### config.mk
export PLATFORM = sky130hd
export DESIGN_NAME = caf_top
export DESIGN_NICKNAME = d
export VERILOG_FILES = /design/src/inc/caf_pkg.sv /design/src/hw/caf_top.sv
export VERILOG_INCLUDE_DIRS = /design/src /design/src/inc
export SDC_FILE = /design/constraint.sdc
export NUM_CORES = 2
export LEC_CHECK = 0
export BUFFER_PORTS_ARGS = -buffer_cell sky130_fd_sc_hd__clkbuf_2
export CAP_MARGIN = 20
export CORE_MARGIN = 4
export CORE_UTILIZATION = 30
export CTS_CLUSTER_DIAMETER = 30
export DETAILED_ROUTE_END_ITERATION = 8
export GPL_ROUTABILITY_DRIVEN = 1
export PLACE_DENSITY = 0.44
export SLEW_MARGIN = 10
export SYNTH_ARGS = -nofsm -noshare
export SYNTH_HDL_FRONTEND = slang
export SYNTH_SLANG_ARGS = --single-unit
### constraint.sdc
create_clock -name CLK -period 4.15 [get_ports CLK]
set_input_delay 0.6225 -clock CLK [delete_from_list [all_inputs] [get_ports CLK]]
set_output_delay 0.6225 -clock CLK [all_outputs]
set_load 0.05 [all_outputs]
### src/inc/caf_regs.svh
`ifndef CAF_REGS_SVH
`define CAF_REGS_SVH

// Byte offsets on the APB slave, low 12 address bits decoded
`define CAF_OFS_FEN 12'h000
`define CAF_OFS_PTR4 12'h004
`define CAF_OFS_MSEL1 12'h008
`define CAF_OFS_STAT 12'h00c
`define CAF_OFS_SID_BASE 12'h040
`define CAF_OFS_EID_BASE 12'h080
`define CAF_OFS_BANK_MASK 12'hfc0

// Reset values
`define CAF_RST_FEN 16'hffff
`define CAF_RST_PTR4 16'h0000
`define CAF_RST_MSEL1 16'h0000
`define CAF_RST_ID 16'h0000

// Standard identifier match register layout
`define CAF_SID_HI 15
`define CAF_SID_LO 5
`define CAF_SID_FILTER_EXTENDED_ENABLE 3
`define CAF_SID_EIDHI 1
`define CAF_SID_WMASK 16'hffeb

// Field encodings
`define CAF_DEST_FIFO 4'hf
`define CAF_MSEL_RSVD 2'h3
`define CAF_PTR_W 4
`define CAF_MSEL_W 2

`endif
### src/inc/caf_pkg.sv
package caf_pkg;

	typedef enum logic [1:0]
	{
		CAF_ST_IDLE = 2'b00,
		CAF_ST_WAIT = 2'b01,
		CAF_ST_ACK = 2'b11
	} caf_apb_e;

	// Received frame identifier, valid for one cycle
	typedef struct packed
	{
		logic valid;
		logic ide;
		logic [10:0] std_identifier_bits;
		logic [17:0] ext_identifier_bits;
	} caf_frame_s;

	// One acceptance mask; a one bit means that position is compared
	typedef struct packed
	{
		logic mask_identifier_type;
		logic [10:0] std_identifier_bits;
		logic [17:0] ext_identifier_bits;
	} caf_mask_s;

	typedef struct packed
	{
		logic valid;
		logic hit;
		logic [3:0] filter;
		logic [3:0] dest;
		logic to_fifo;
	} caf_hit_s;

	typedef struct packed
	{
		caf_apb_e st;
		logic pready;
		logic pslverr;
		logic [31:0] prdata;
		logic [15:0] fen;
		logic [15:0] ptr4;
		logic [15:0] msel1;
		logic [15:0][15:0] std_identifier_bits;
		logic [15:0][15:0] ext_identifier_bits;
		caf_hit_s res;
		logic [15:0] stat;
	} caf_state_s;

endpackage

### src/hw/caf_top.sv
`timescale 1ns/1ns
`include "caf_regs.svh"

// Functional notes
// - A hitting filter whose destination pointer is all ones sends the frame to the receive FIFO.
// - A pointer value from 0 to 14 sends the frame to the receive buffer of that number.
// - The pointer register for filters 12 to 15 holds filter 15 at 15-12, 14 at 11-8, 13 at 7-4, 12 at 3-0.
// - Bits 15-5 of a filter standard identifier register must equal each compared received standard bit.
// - With the mask type bit set, a filter whose extended-enable bit 3 is one matches only extended frames.
// - With the mask type bit set an extended-enable of zero matches only standard frames; with it clear the bit is ignored.
// - The eighteen extended bits are bits 1-0 of the standard register over the sixteen of the extended register.
// - Bits 4 and 2 of each filter standard identifier register always read as zero.
// - A filter's two-bit mask-source field picks mask 0, 1 or 2 for codes 00, 01, 10.
// - The mask-selection register for filters 0 to 7 holds filter 7 at 15-14 down to filter 0 at 1-0.
// - A filter takes part in acceptance only while its enable bit is one.
module caf_top
#(
	parameter int NUM_FILTERS = 16
)
(
	input wire logic CLK,
	input wire logic NRST,
	input wire logic PSEL,
	input wire logic PENABLE,
	input wire logic PWRITE,
	input wire logic [11:0] PADDR,
	input wire logic [31:0] PWDATA,
	output logic PREADY,
	output logic PSLVERR,
	output logic [31:0] PRDATA,
	input wire caf_pkg::caf_mask_s [2:0] MASKS,
	input wire logic [47:0] PTR_LOW,
	input wire logic [15:0] MSEL_HIGH,
	input wire caf_pkg::caf_frame_s FRAME,
	output caf_pkg::caf_hit_s RESULT
);
	import caf_pkg::*;

	caf_state_s r;
	caf_state_s next_r;
	logic [15:0] hit;
	logic [15:0][3:0] dest;
	logic [31:0] msel_all;
	logic [63:0] ptr_all;
	logic [16:0] below;
	logic [15:0] first;
	logic win_found;
	logic [3:0] win_idx;
	logic [31:0] rd_word;
	logic map_err;

	generate
		if (NUM_FILTERS != 16)
		begin : g_check
			$error("caf_top serves exactly sixteen filters");
		end
	endgenerate

	// The layout macros are shared with software; catch an edit that breaks the packing
	generate
		if (`CAF_SID_HI - `CAF_SID_LO != 10)
		begin : g_sid_check
			$error("standard identifier field must span eleven bits");
		end
		if (`CAF_PTR_W * 4 != 16)
		begin : g_ptr_check
			$error("four destination pointers must fill one sixteen-bit register");
		end
		if (`CAF_MSEL_W * 8 != 16)
		begin : g_msel_check
			$error("eight mask-source fields must fill one sixteen-bit register");
		end
		if ((`CAF_SID_WMASK & 16'h0014) != 16'h0000)
		begin : g_wmask_check
			$error("unimplemented standard register bits must stay cleared");
		end
		if (`CAF_DEST_FIFO != {`CAF_PTR_W{1'b1}})
		begin : g_fifo_check
			$error("the receive FIFO code must be all ones");
		end
		if ((`CAF_OFS_SID_BASE & ~`CAF_OFS_BANK_MASK) != 12'h000)
		begin : g_bank_check
			$error("identifier banks must start on a bank boundary");
		end
	endgenerate

	////////////////////////////////////////////////////////////////////////////
	// Per-filter matching

	assign msel_all = {MSEL_HIGH, r.msel1};
	assign ptr_all = {r.ptr4, PTR_LOW};

	// Prefix chain: below[k] is set when some filter under k hits
	assign below[0] = 1'b0;

	genvar gi;
	generate
		for (gi = 0; gi < 16; gi++)
		begin : g_flt
			logic [1:0] sel;
			caf_mask_s mk;
			logic [10:0] fsid;
			logic [17:0] feid;
			logic type_ok;
			logic sid_ok;
			logic eid_ok;
			assign sel = msel_all[gi * 2 +: 2];
			// Reserved code falls back to mask 0 here but never hits below
			assign mk = (sel == `CAF_MSEL_RSVD) ? MASKS[0] : MASKS[sel];
			assign fsid = r.std_identifier_bits[gi][`CAF_SID_HI:`CAF_SID_LO];
			assign feid = {r.std_identifier_bits[gi][`CAF_SID_EIDHI:0], r.ext_identifier_bits[gi]};
			// Type bit is only honoured when the chosen mask asks for it
			assign type_ok = !mk.mask_identifier_type || (r.std_identifier_bits[gi][`CAF_SID_FILTER_EXTENDED_ENABLE] == FRAME.ide);
			assign sid_ok = ((FRAME.std_identifier_bits ^ fsid) & mk.std_identifier_bits) == 11'h000;
			// A standard frame carries no extended bits, so they cannot mismatch
			assign eid_ok = !FRAME.ide || (((FRAME.ext_identifier_bits ^ feid) & mk.ext_identifier_bits) == 18'h00000);
			// A reserved selection never hits rather than guessing a mask
			assign hit[gi] = r.fen[gi] && (sel != `CAF_MSEL_RSVD) && type_ok && sid_ok && eid_ok;
			assign dest[gi] = ptr_all[gi * `CAF_PTR_W +: `CAF_PTR_W];
			assign below[gi + 1] = below[gi] || hit[gi];
			assign first[gi] = hit[gi] && !below[gi];
		end
	endgenerate

	////////////////////////////////////////////////////////////////////////////
	// Winner select

	// The chain leaves at most one first bit set, so OR-ing the indices is safe
	assign win_found = below[16];

	always_comb
	begin
		win_idx = 4'h0;
		for (int i = 0; i < 16; i++)
		begin
			if (first[i])
			begin
				win_idx = win_idx | 4'(i);
			end
		end
	end

	////////////////////////////////////////////////////////////////////////////
	// Read data and address check

	always_comb
	begin
		rd_word = 32'h00000000;
		map_err = 1'b0;
		case (PADDR & `CAF_OFS_BANK_MASK)
			`CAF_OFS_SID_BASE:
			begin
				// Only whole aligned words are mapped
				if (PADDR[1:0] == 2'b00)
				begin
					rd_word = {16'h0000, r.std_identifier_bits[PADDR[5:2]] & `CAF_SID_WMASK};
				end
				else
				begin
					map_err = 1'b1;
				end
			end
			`CAF_OFS_EID_BASE:
			begin
				if (PADDR[1:0] == 2'b00)
				begin
					rd_word = {16'h0000, r.ext_identifier_bits[PADDR[5:2]]};
				end
				else
				begin
					map_err = 1'b1;
				end
			end
			default:
			begin
				case (PADDR)
					`CAF_OFS_FEN:
					begin
						rd_word = {16'h0000, r.fen};
					end
					`CAF_OFS_PTR4:
					begin
						rd_word = {16'h0000, r.ptr4};
					end
					`CAF_OFS_MSEL1:
					begin
						rd_word = {16'h0000, r.msel1};
					end
					`CAF_OFS_STAT:
					begin
						rd_word = {16'h0000, r.stat};
					end
					default:
					begin
						map_err = 1'b1;
					end
				endcase
			end
		endcase
	end

	////////////////////////////////////////////////////////////////////////////
	// Next state

	always_comb
	begin
		logic acc;
		logic wr;
		logic [11:0] bank;
		logic [3:0] idx;
		acc = 1'b0;
		wr = 1'b0;
		bank = 12'h000;
		idx = 4'h0;
		next_r = r;

		// Banks of sixteen words hold the per-filter identifier registers
		bank = PADDR & `CAF_OFS_BANK_MASK;
		idx = PADDR[5:2];

		// Slave handshake: two wait states, answer registered
		// The registered answer costs a cycle but keeps every output straight from a flop
		next_r.pready = 1'b0;
		next_r.pslverr = 1'b0;
		case (r.st)
			CAF_ST_IDLE:
			begin
				if (PSEL && PENABLE)
				begin
					next_r.st = CAF_ST_WAIT;
				end
			end
			CAF_ST_WAIT:
			begin
				next_r.st = CAF_ST_ACK;
				next_r.pready = 1'b1;
				next_r.pslverr = map_err;
				next_r.prdata = PWRITE ? 32'h00000000 : rd_word;
			end
			CAF_ST_ACK:
			begin
				acc = 1'b1;
				next_r.st = CAF_ST_IDLE;
			end
			default:
			begin
				next_r.st = CAF_ST_IDLE;
			end
		endcase
		if (r.st == CAF_ST_IDLE && PSEL && PENABLE)
		begin
			next_r.st = CAF_ST_WAIT;
		end

		wr = acc && PSEL && PENABLE && PWRITE && !map_err;
		if (wr)
		begin
			case (bank)
				`CAF_OFS_SID_BASE:
				begin
					// Unimplemented bits are dropped on the way in, and reads mask them again with CAF_SID_WMASK
					next_r.std_identifier_bits[idx] = PWDATA[15:0] & `CAF_SID_WMASK;
				end
				`CAF_OFS_EID_BASE:
				begin
					next_r.ext_identifier_bits[idx] = PWDATA[15:0];
				end
				default:
				begin
					// The status word is read-only; a write to it is acknowledged and dropped
					if (PADDR == `CAF_OFS_FEN)
					begin
						next_r.fen = PWDATA[15:0];
					end
					else if (PADDR == `CAF_OFS_PTR4)
					begin
						next_r.ptr4 = PWDATA[15:0];
					end
					else if (PADDR == `CAF_OFS_MSEL1)
					begin
						next_r.msel1 = PWDATA[15:0];
					end
				end
			endcase
		end

		// Lowest numbered hitting filter wins
		next_r.res = '0;
		next_r.res.valid = FRAME.valid;
		if (FRAME.valid)
		begin
			if (win_found)
			begin
				next_r.res.hit = 1'b1;
				next_r.res.filter = win_idx;
				next_r.res.dest = dest[win_idx];
				next_r.res.to_fifo = (dest[win_idx] == `CAF_DEST_FIFO);
			end
			next_r.stat = {6'h00, next_r.res.to_fifo, next_r.res.dest, next_r.res.filter, next_r.res.hit};
		end
	end

	////////////////////////////////////////////////////////////////////////////
	// State register

	always_ff @(posedge CLK or negedge NRST)
	begin
		if (!NRST)
		begin
			r.st <= CAF_ST_IDLE;
			r.pready <= 1'b0;
			r.pslverr <= 1'b0;
			r.prdata <= 32'h00000000;
			r.fen <= `CAF_RST_FEN;
			r.ptr4 <= `CAF_RST_PTR4;
			r.msel1 <= `CAF_RST_MSEL1;
			r.std_identifier_bits <= '0;
			r.ext_identifier_bits <= '0;
			r.res <= '0;
			r.stat <= 16'h0000;
		end
		else
		begin
			r <= next_r;
		end
	end

	assign PREADY = r.pready;
	assign PSLVERR = r.pslverr;
	assign PRDATA = r.prdata;
	assign RESULT = r.res;

endmodule

After elaboration in Yosys (flattened, before gate mapping)
Index checks and enable logic that the tools add are counted.

Bits in registers: 617. Input port bits: 234. Word-level logic and storage cells: 485.

$lt $le $gt $ge: 19. Equal/unequal tests: 57. Multiplexer cells: 88. Bitwise operators: 67. Reductions and logical operators: 209.

Operator list (number): 30-bit binary-select mux with 2-bit select (16); 30-bit 2-to-1 mux (32); 256-bit bitwise mux (2); 18-bit bitwise AND (16); 18-bit logical NOT (16); 18-bit bitwise XOR (16); 11-bit bitwise AND (16); 11-bit logical NOT (16); 11-bit bitwise XOR (16); 16-bit binary-select mux with 4-bit select (2); 1-bit logical AND (87); 16-bit 2-to-1 mux (5); 16-bit demux with 4-bit select (1); 16-bit one-hot mux with 4 select lines (1); 32-bit one-hot mux with 2 select lines (1); 2-bit by 3-bit less-than comparator with 1-bit output (second input constant) (16); 1-bit logical OR (47); 4-bit 2-to-1 mux (9); 2-bit equality test (second input constant) (17); 34-bit 2-to-1 mux (1); 1-bit logical NOT (33); 32-bit 2-to-1 mux (1); 2-bit inequality test (second input constant) (16); 26-bit 2-to-1 mux (1); 25 further kinds (56).

Logic depth before layout (Yosys ltp)
Depth after elaboration: 30. Gate-level depth with buffers: 19.

Least setup slack after synthesis
Ideal clock, no wire load.

Path type: input-to-reg. Start point: input FRAME[10] in the netlist's numbering. End point: register r[8] in the netlist's numbering. Arrival time: 4.458 ns. Setup slack: -0.426 ns. Stages: 16. Cell sequence: buf_2 buf_2 xnor2_1 a31oi_1 a22o_1 or4_1 o41a_1 nor3_4 or2_2 nand3_4 o22ai_4 mux4_1 mux2_2 a211oi_4 inv_2 a21o_1.

Cells in the longest elaborated chain, start to end: 25. Elaborated cells between the ends (all ways): 143. Classes of those cells: mux: 18; bitwise: 32; reduce/logical: 93.

Ends and longest elaborated chain: start: declaration (RTL line caf_top.sv:34) `input wire caf_pkg::caf_frame_s FRAME,`; 18-bit bitwise XOR (RTL line caf_top.sv:116) `assign eid_ok = !FRAME.ide || (((FRAME.ext_identifier_bits ^ feid) & mk.ext_identifier_bits) == 18'h00000);`; 18-bit bitwise AND (RTL line caf_top.sv:116); 18-bit logical NOT (RTL line caf_top.sv:116); 1-bit logical OR (RTL line caf_top.sv:116); 1-bit logical AND (RTL line caf_top.sv:118) `` assign hit[gi] = r.fen[gi] && (sel != `CAF_MSEL_RSVD) && type_ok && sid_ok && eid_ok; ``; 1-bit logical NOT or 1-bit logical OR (tied branches) (RTL line caf_top.sv:121, caf_top.sv:120); 1-bit logical AND (tied with other cells) (RTL line caf_top.sv:121) `assign first[gi] = hit[gi] && !below[gi];`; 1-bit 2-to-1 mux (tied with other cells) (RTL line caf_top.sv:136) `if (first[i])`; 2-bit 2-to-1 mux (tied with other cells) (2 in a row) (RTL line caf_top.sv:136); 3-bit 2-to-1 mux (tied with other cells) (4 in a row) (RTL line caf_top.sv:136); 4-bit 2-to-1 mux (tied with other cells) (6 in a row) (RTL line caf_top.sv:136); 4-bit 2-to-1 mux or 1-bit logical AND (tied branches) (RTL line caf_top.sv:136, caf_top.sv:121); 4-bit 2-to-1 mux (RTL line caf_top.sv:136); 4-bit binary-select mux with 4-bit select (RTL line caf_top.sv:296) `next_r.res.dest = dest[win_idx];`; 4-bit 2-to-1 mux (implied by the code) (RTL line caf_top.sv:296); 10-bit 2-to-1 mux * (RTL line caf_top.sv:292) `if (win_found)`; end signal: assignment (RTL line caf_top.sv:324) `r <= next_r;`; end: declaration (RTL line caf_top.sv:39) `caf_state_s r;`.

Every way passes the cells marked *; elsewhere a longest branch is shown, timed or not. The select of a mux whose other input is x is not followed. A chain may end at the register's enable or synchronous reset.

Worst setup path in the final report
Start point: register r, in the netlist g_flt[9].feid[11]. End point: register r[8] in the netlist's numbering.

Cells in the longest elaborated chain, start to end: 17. Elaborated cells between the ends (all ways): 35. Classes of those cells: mux: 10; bitwise: 2; reduce/logical: 23.

Ends and longest elaborated chain: 18-bit bitwise XOR * (RTL line caf_top.sv:116); 18-bit bitwise AND * (RTL line caf_top.sv:116); 18-bit logical NOT * (RTL line caf_top.sv:116); 1-bit logical OR * (RTL line caf_top.sv:116); 1-bit logical AND * (RTL line caf_top.sv:118); 1-bit logical OR (RTL line caf_top.sv:120) `assign below[gi + 1] = below[gi] || hit[gi];`; 1-bit logical NOT or 1-bit logical OR (tied branches) (RTL line caf_top.sv:121, caf_top.sv:120); 1-bit logical AND (tied with other cells) (RTL line caf_top.sv:121); 4-bit 2-to-1 mux (tied with other cells) (4 in a row) (RTL line caf_top.sv:136); 4-bit 2-to-1 mux or 1-bit logical AND (tied branches) (RTL line caf_top.sv:136, caf_top.sv:121); 4-bit 2-to-1 mux (RTL line caf_top.sv:136); 4-bit binary-select mux with 4-bit select (RTL line caf_top.sv:296); 4-bit 2-to-1 mux (implied by the code) (RTL line caf_top.sv:296); 10-bit 2-to-1 mux * (RTL line caf_top.sv:292).

Marked as above.

==> qor.yml <==
status: "finished, violations left"
violations: "setup timing"
vias: 43900
die_w_um: 385
cts_max_level: 4
cts_tree: "done"
worst_pin_slew_ps: 1130
area_growth_pct: 48.4
dpl.hpwl_mm: 238
synth_fa_ha_area_frac: 0
met2_usage: 0.556
synth_top_area_cell: "dfrtp_1"
synth_edf_count: 0
clk_pin_slew_worst_paths_ps: 40
synth_top_family_by_area: "multiplexers"
setup_ws_ps: -684
max-cap-violations: 0
synthDistinctLibCells: 103
initialDrtViolationCount: 5847
ys_async_sr_fraction: 1.00
min_period_over_period: 1.16
whs_ps: 139
worst_setup_path_end_kind: "register"
io_pins: 279
cts-root-buf: "clkbuf_16"
routedWlPerCell_um: 41.3
die_h_um: 385
layout_common_cells: "1,299 x buf_4, 549 x dfrtp_1, 543 x mux2_2, 404 x xor2_1, 242 x clkbuf_2"
netlist_instances: 3863
finClkSkew_ps: 92.9
global_route.usage.met3: 0.105
grt_pass1_wl_mm: 395
combinationalPowerShare: 0.173
cpPeakStageDelay_ps: 600
cp_max_fo: 5
maxSlewViolCount: 0
nets: 5473
final_common_cell: "buf_4"
track_usage: 0.394
grt.busiest_layer: "met1"
p_int_mw: 15.9
sw_frac_of_total: 0.294
timing.fmax_mhz: 207
tns_ps: -5980
synthSimpleGateAreaFrac: 0.0681
seq_area_frac_synth: 0.334
synth_top_flop_cell: "dfrtp_1"
cts-buffers-inserted: 167
drcViolationCount: 0
seq_power_share: 0.249
p_switching_mw: 6.61
synthTopCellsByArea: "dfrtp_1 32%, mux2_2 14%, mux4_2 8.6%, xor2_1 8.3%, o221a_2 5.8%"
cp_common_cell: "buf_4"
synth_compound_area_frac: 0.194
dr.pass1.iters: 6
required_ps: 4850
layout-drive-gt1-share: 0.567
grt_max_degree: 88
synth_seq_cells: 569
crit_path_cell_trace: "xnor2_1 -> nor3_1 -> o221ai_1 -> buf_4 -> nand3_1 -> o41ai_2 -> buf_4 -> buf_4 -> a22o_1 -> nor2_1 -> nand3_4 -> o22ai_4 -> mux4_2 -> mux2_4 -> a211oi_4 -> inv_2 -> a21o_1"
place_congestion: 1.06
pwr-share-clk: 0.577
grt_util_met1: 0.570
syn_area_um2: 42600
clock_path_buffers: 3
crit_buf_inv: 4
rsz0062_at_grt: "yes"
synthMuxAreaShare: 0.247
hp-class: "input port to register"
maxSlewHeadroom: 0.246
port_buffers: 246
startpoint_type: "register"
criticalPathCategory: "register to register"
peakVddDrop_mv: 0.528
initial_utilization: 0.302
fillers: 13400
clk_latency_ps: 820
core_area_um2: 141000
crit_slowest_cell: "nor3_1"
postSynthAreaPerCell_um2: 11.0
yosys.area.top_type_share: 0.325
fp.dieArea_um2: 148000
antenna_left: 0
crit_family: "compound AO/OA/AOI/OAI gates"
grt_pass1_vias: 42900
cts.sinks: 569
via_per_inst: 6.04
finalCriticalPeriod_ps: 4830
finalSetupViolations: 10
rows: 138
grt_overflow: 0
leakage_nw: 29.9
antenna_found_initial: 16
synth_xor_area_frac: 0.0994
p_per_area_nw_per_um2: 355
drt_wl_total_mm: 300
worstPathArrival_ps: 5540
report.final.hold_viol_count: 0
synth_warnings: 0
kinds of logic after synthesis:
group / Yosys count
DFF: 569
muxes: 774
xor gates and xnor gates: 484
and+or+nand+nor: 531
buffers and inverters: 541
other: 1
AOI/OAI and AO/OA: 963
registers in the layout, indices dropped and copies added (netlist names):
register,cells
g_flt.fsid,176
r,44
PREADY,1
g_flt.sel,16
dest,16
PSLVERR,1
PRDATA,16
RESULT,11
g_flt.feid,288
power by group through the flow:
| stage | registers (mW) | logic, mW | clock network, mW |
|---|---|---|---|
| after floorplan | 5.71 | 1.39 | 0 |
| after global placement | 5.68 | 3.72 | 0 |
| after detailed placement | 5.68 | 3.68 | 0 |
| after CTS | 5.60 | 3.72 | 13.1 |
| after global routing | 5.60 | 3.94 | 13.4 |
| final | 5.60 | 3.89 | 13.0 |
synth_stat cells (all sizes together) (86+ instances only):
| cell | instances |
|---|---|
| nor2 | 94 |
| clkbuf | 275 |
| mux2 | 545 |
| a22oi | 86 |
| mux4 | 166 |
| o22ai | 94 |
| o221a | 226 |
| xor2 | 405 |
| nand2 | 142 |
| buf | 221 |
| dfrtp | 553 |
| o221ai | 120 |
timing repair:
action,in CTS,in global routing
setup endpoints to repair,20,19
resized for setup,71,117
pin swaps,14,34
cloned,2,3
hold buffers,2,0
endpoints found under the hold margin,41,0
setup buffers,12,20
per-layer routing:
layer  wire [um]  share of wire
met4       13500          0.045
met3       28600          0.095
met2      123000           0.41
met1      135000           0.45
met5          46        0.00015
worst reg2reg max path: stages (launching register included):
cell and delay (ps):
dfrtp_1 400, xnor2_1 150, nor3_1 600, o221ai_1 380, buf_4 240, nand3_1 70, o41ai_2 100, buf_4 190
buf_4 140, a22o_1 280, nor2_1 430, nand3_4 140, o22ai_4 270, mux4_2 550, mux2_4 300, a211oi_4 320
inv_2 70, a21o_1 150
through the flow:
| stage | area (um2) | worst slack, ps | utilization | power (mW) | instances |
|---|---|---|---|---|---|
| finish | 63300 | -684 | 0.448 | 22.5 | 7273 |
| global route | 63300 | -705 | 0.447 | 23.0 | 7264 |
| CTS | 62500 | -875 | 0.442 | 22.4 | 7243 |
| detailed placement | 56100 | -2100 | 0.397 | 9.36 | 6924 |
| global placement | 56100 | -2060 | 0.397 | 9.40 | 6923 |
| floorplan | 42800 | -245 | - | 7.10 | 3878 |
worst paths after layout:
kind	from	to	slack, ps	depth (start not counted)
min in group asynchronous	NRST	dest[60]	350	2
min reg2reg	r[622]	r[621]	450	1
max in group asynchronous	NRST	g_flt[7].feid[9]	2490	3
max	g_flt[9].feid[11]	r[8]	-680	17
min	PSEL	r[621]	140	3
max reg2reg	g_flt[9].feid[11]	r[8]	-680	17
layout make-up:
cell class | count | area, um2 | area share
multi-input combinational | 2768 | 26900 | 0.425
sequential | 569 | 14300 | 0.225
timing repair buffer | 1688 | 13700 | 0.217
clock buffer | 226 | 4620 | 0.0730
tap | 1890 | 2360 | 0.0374
clock inverter | 78 | 1200 | 0.0189
inverter | 45 | 181 | 0.00287
antenna | 9 | 22.5 | 0.000356
Note: power is estimated with default switching activity, not from simulation.
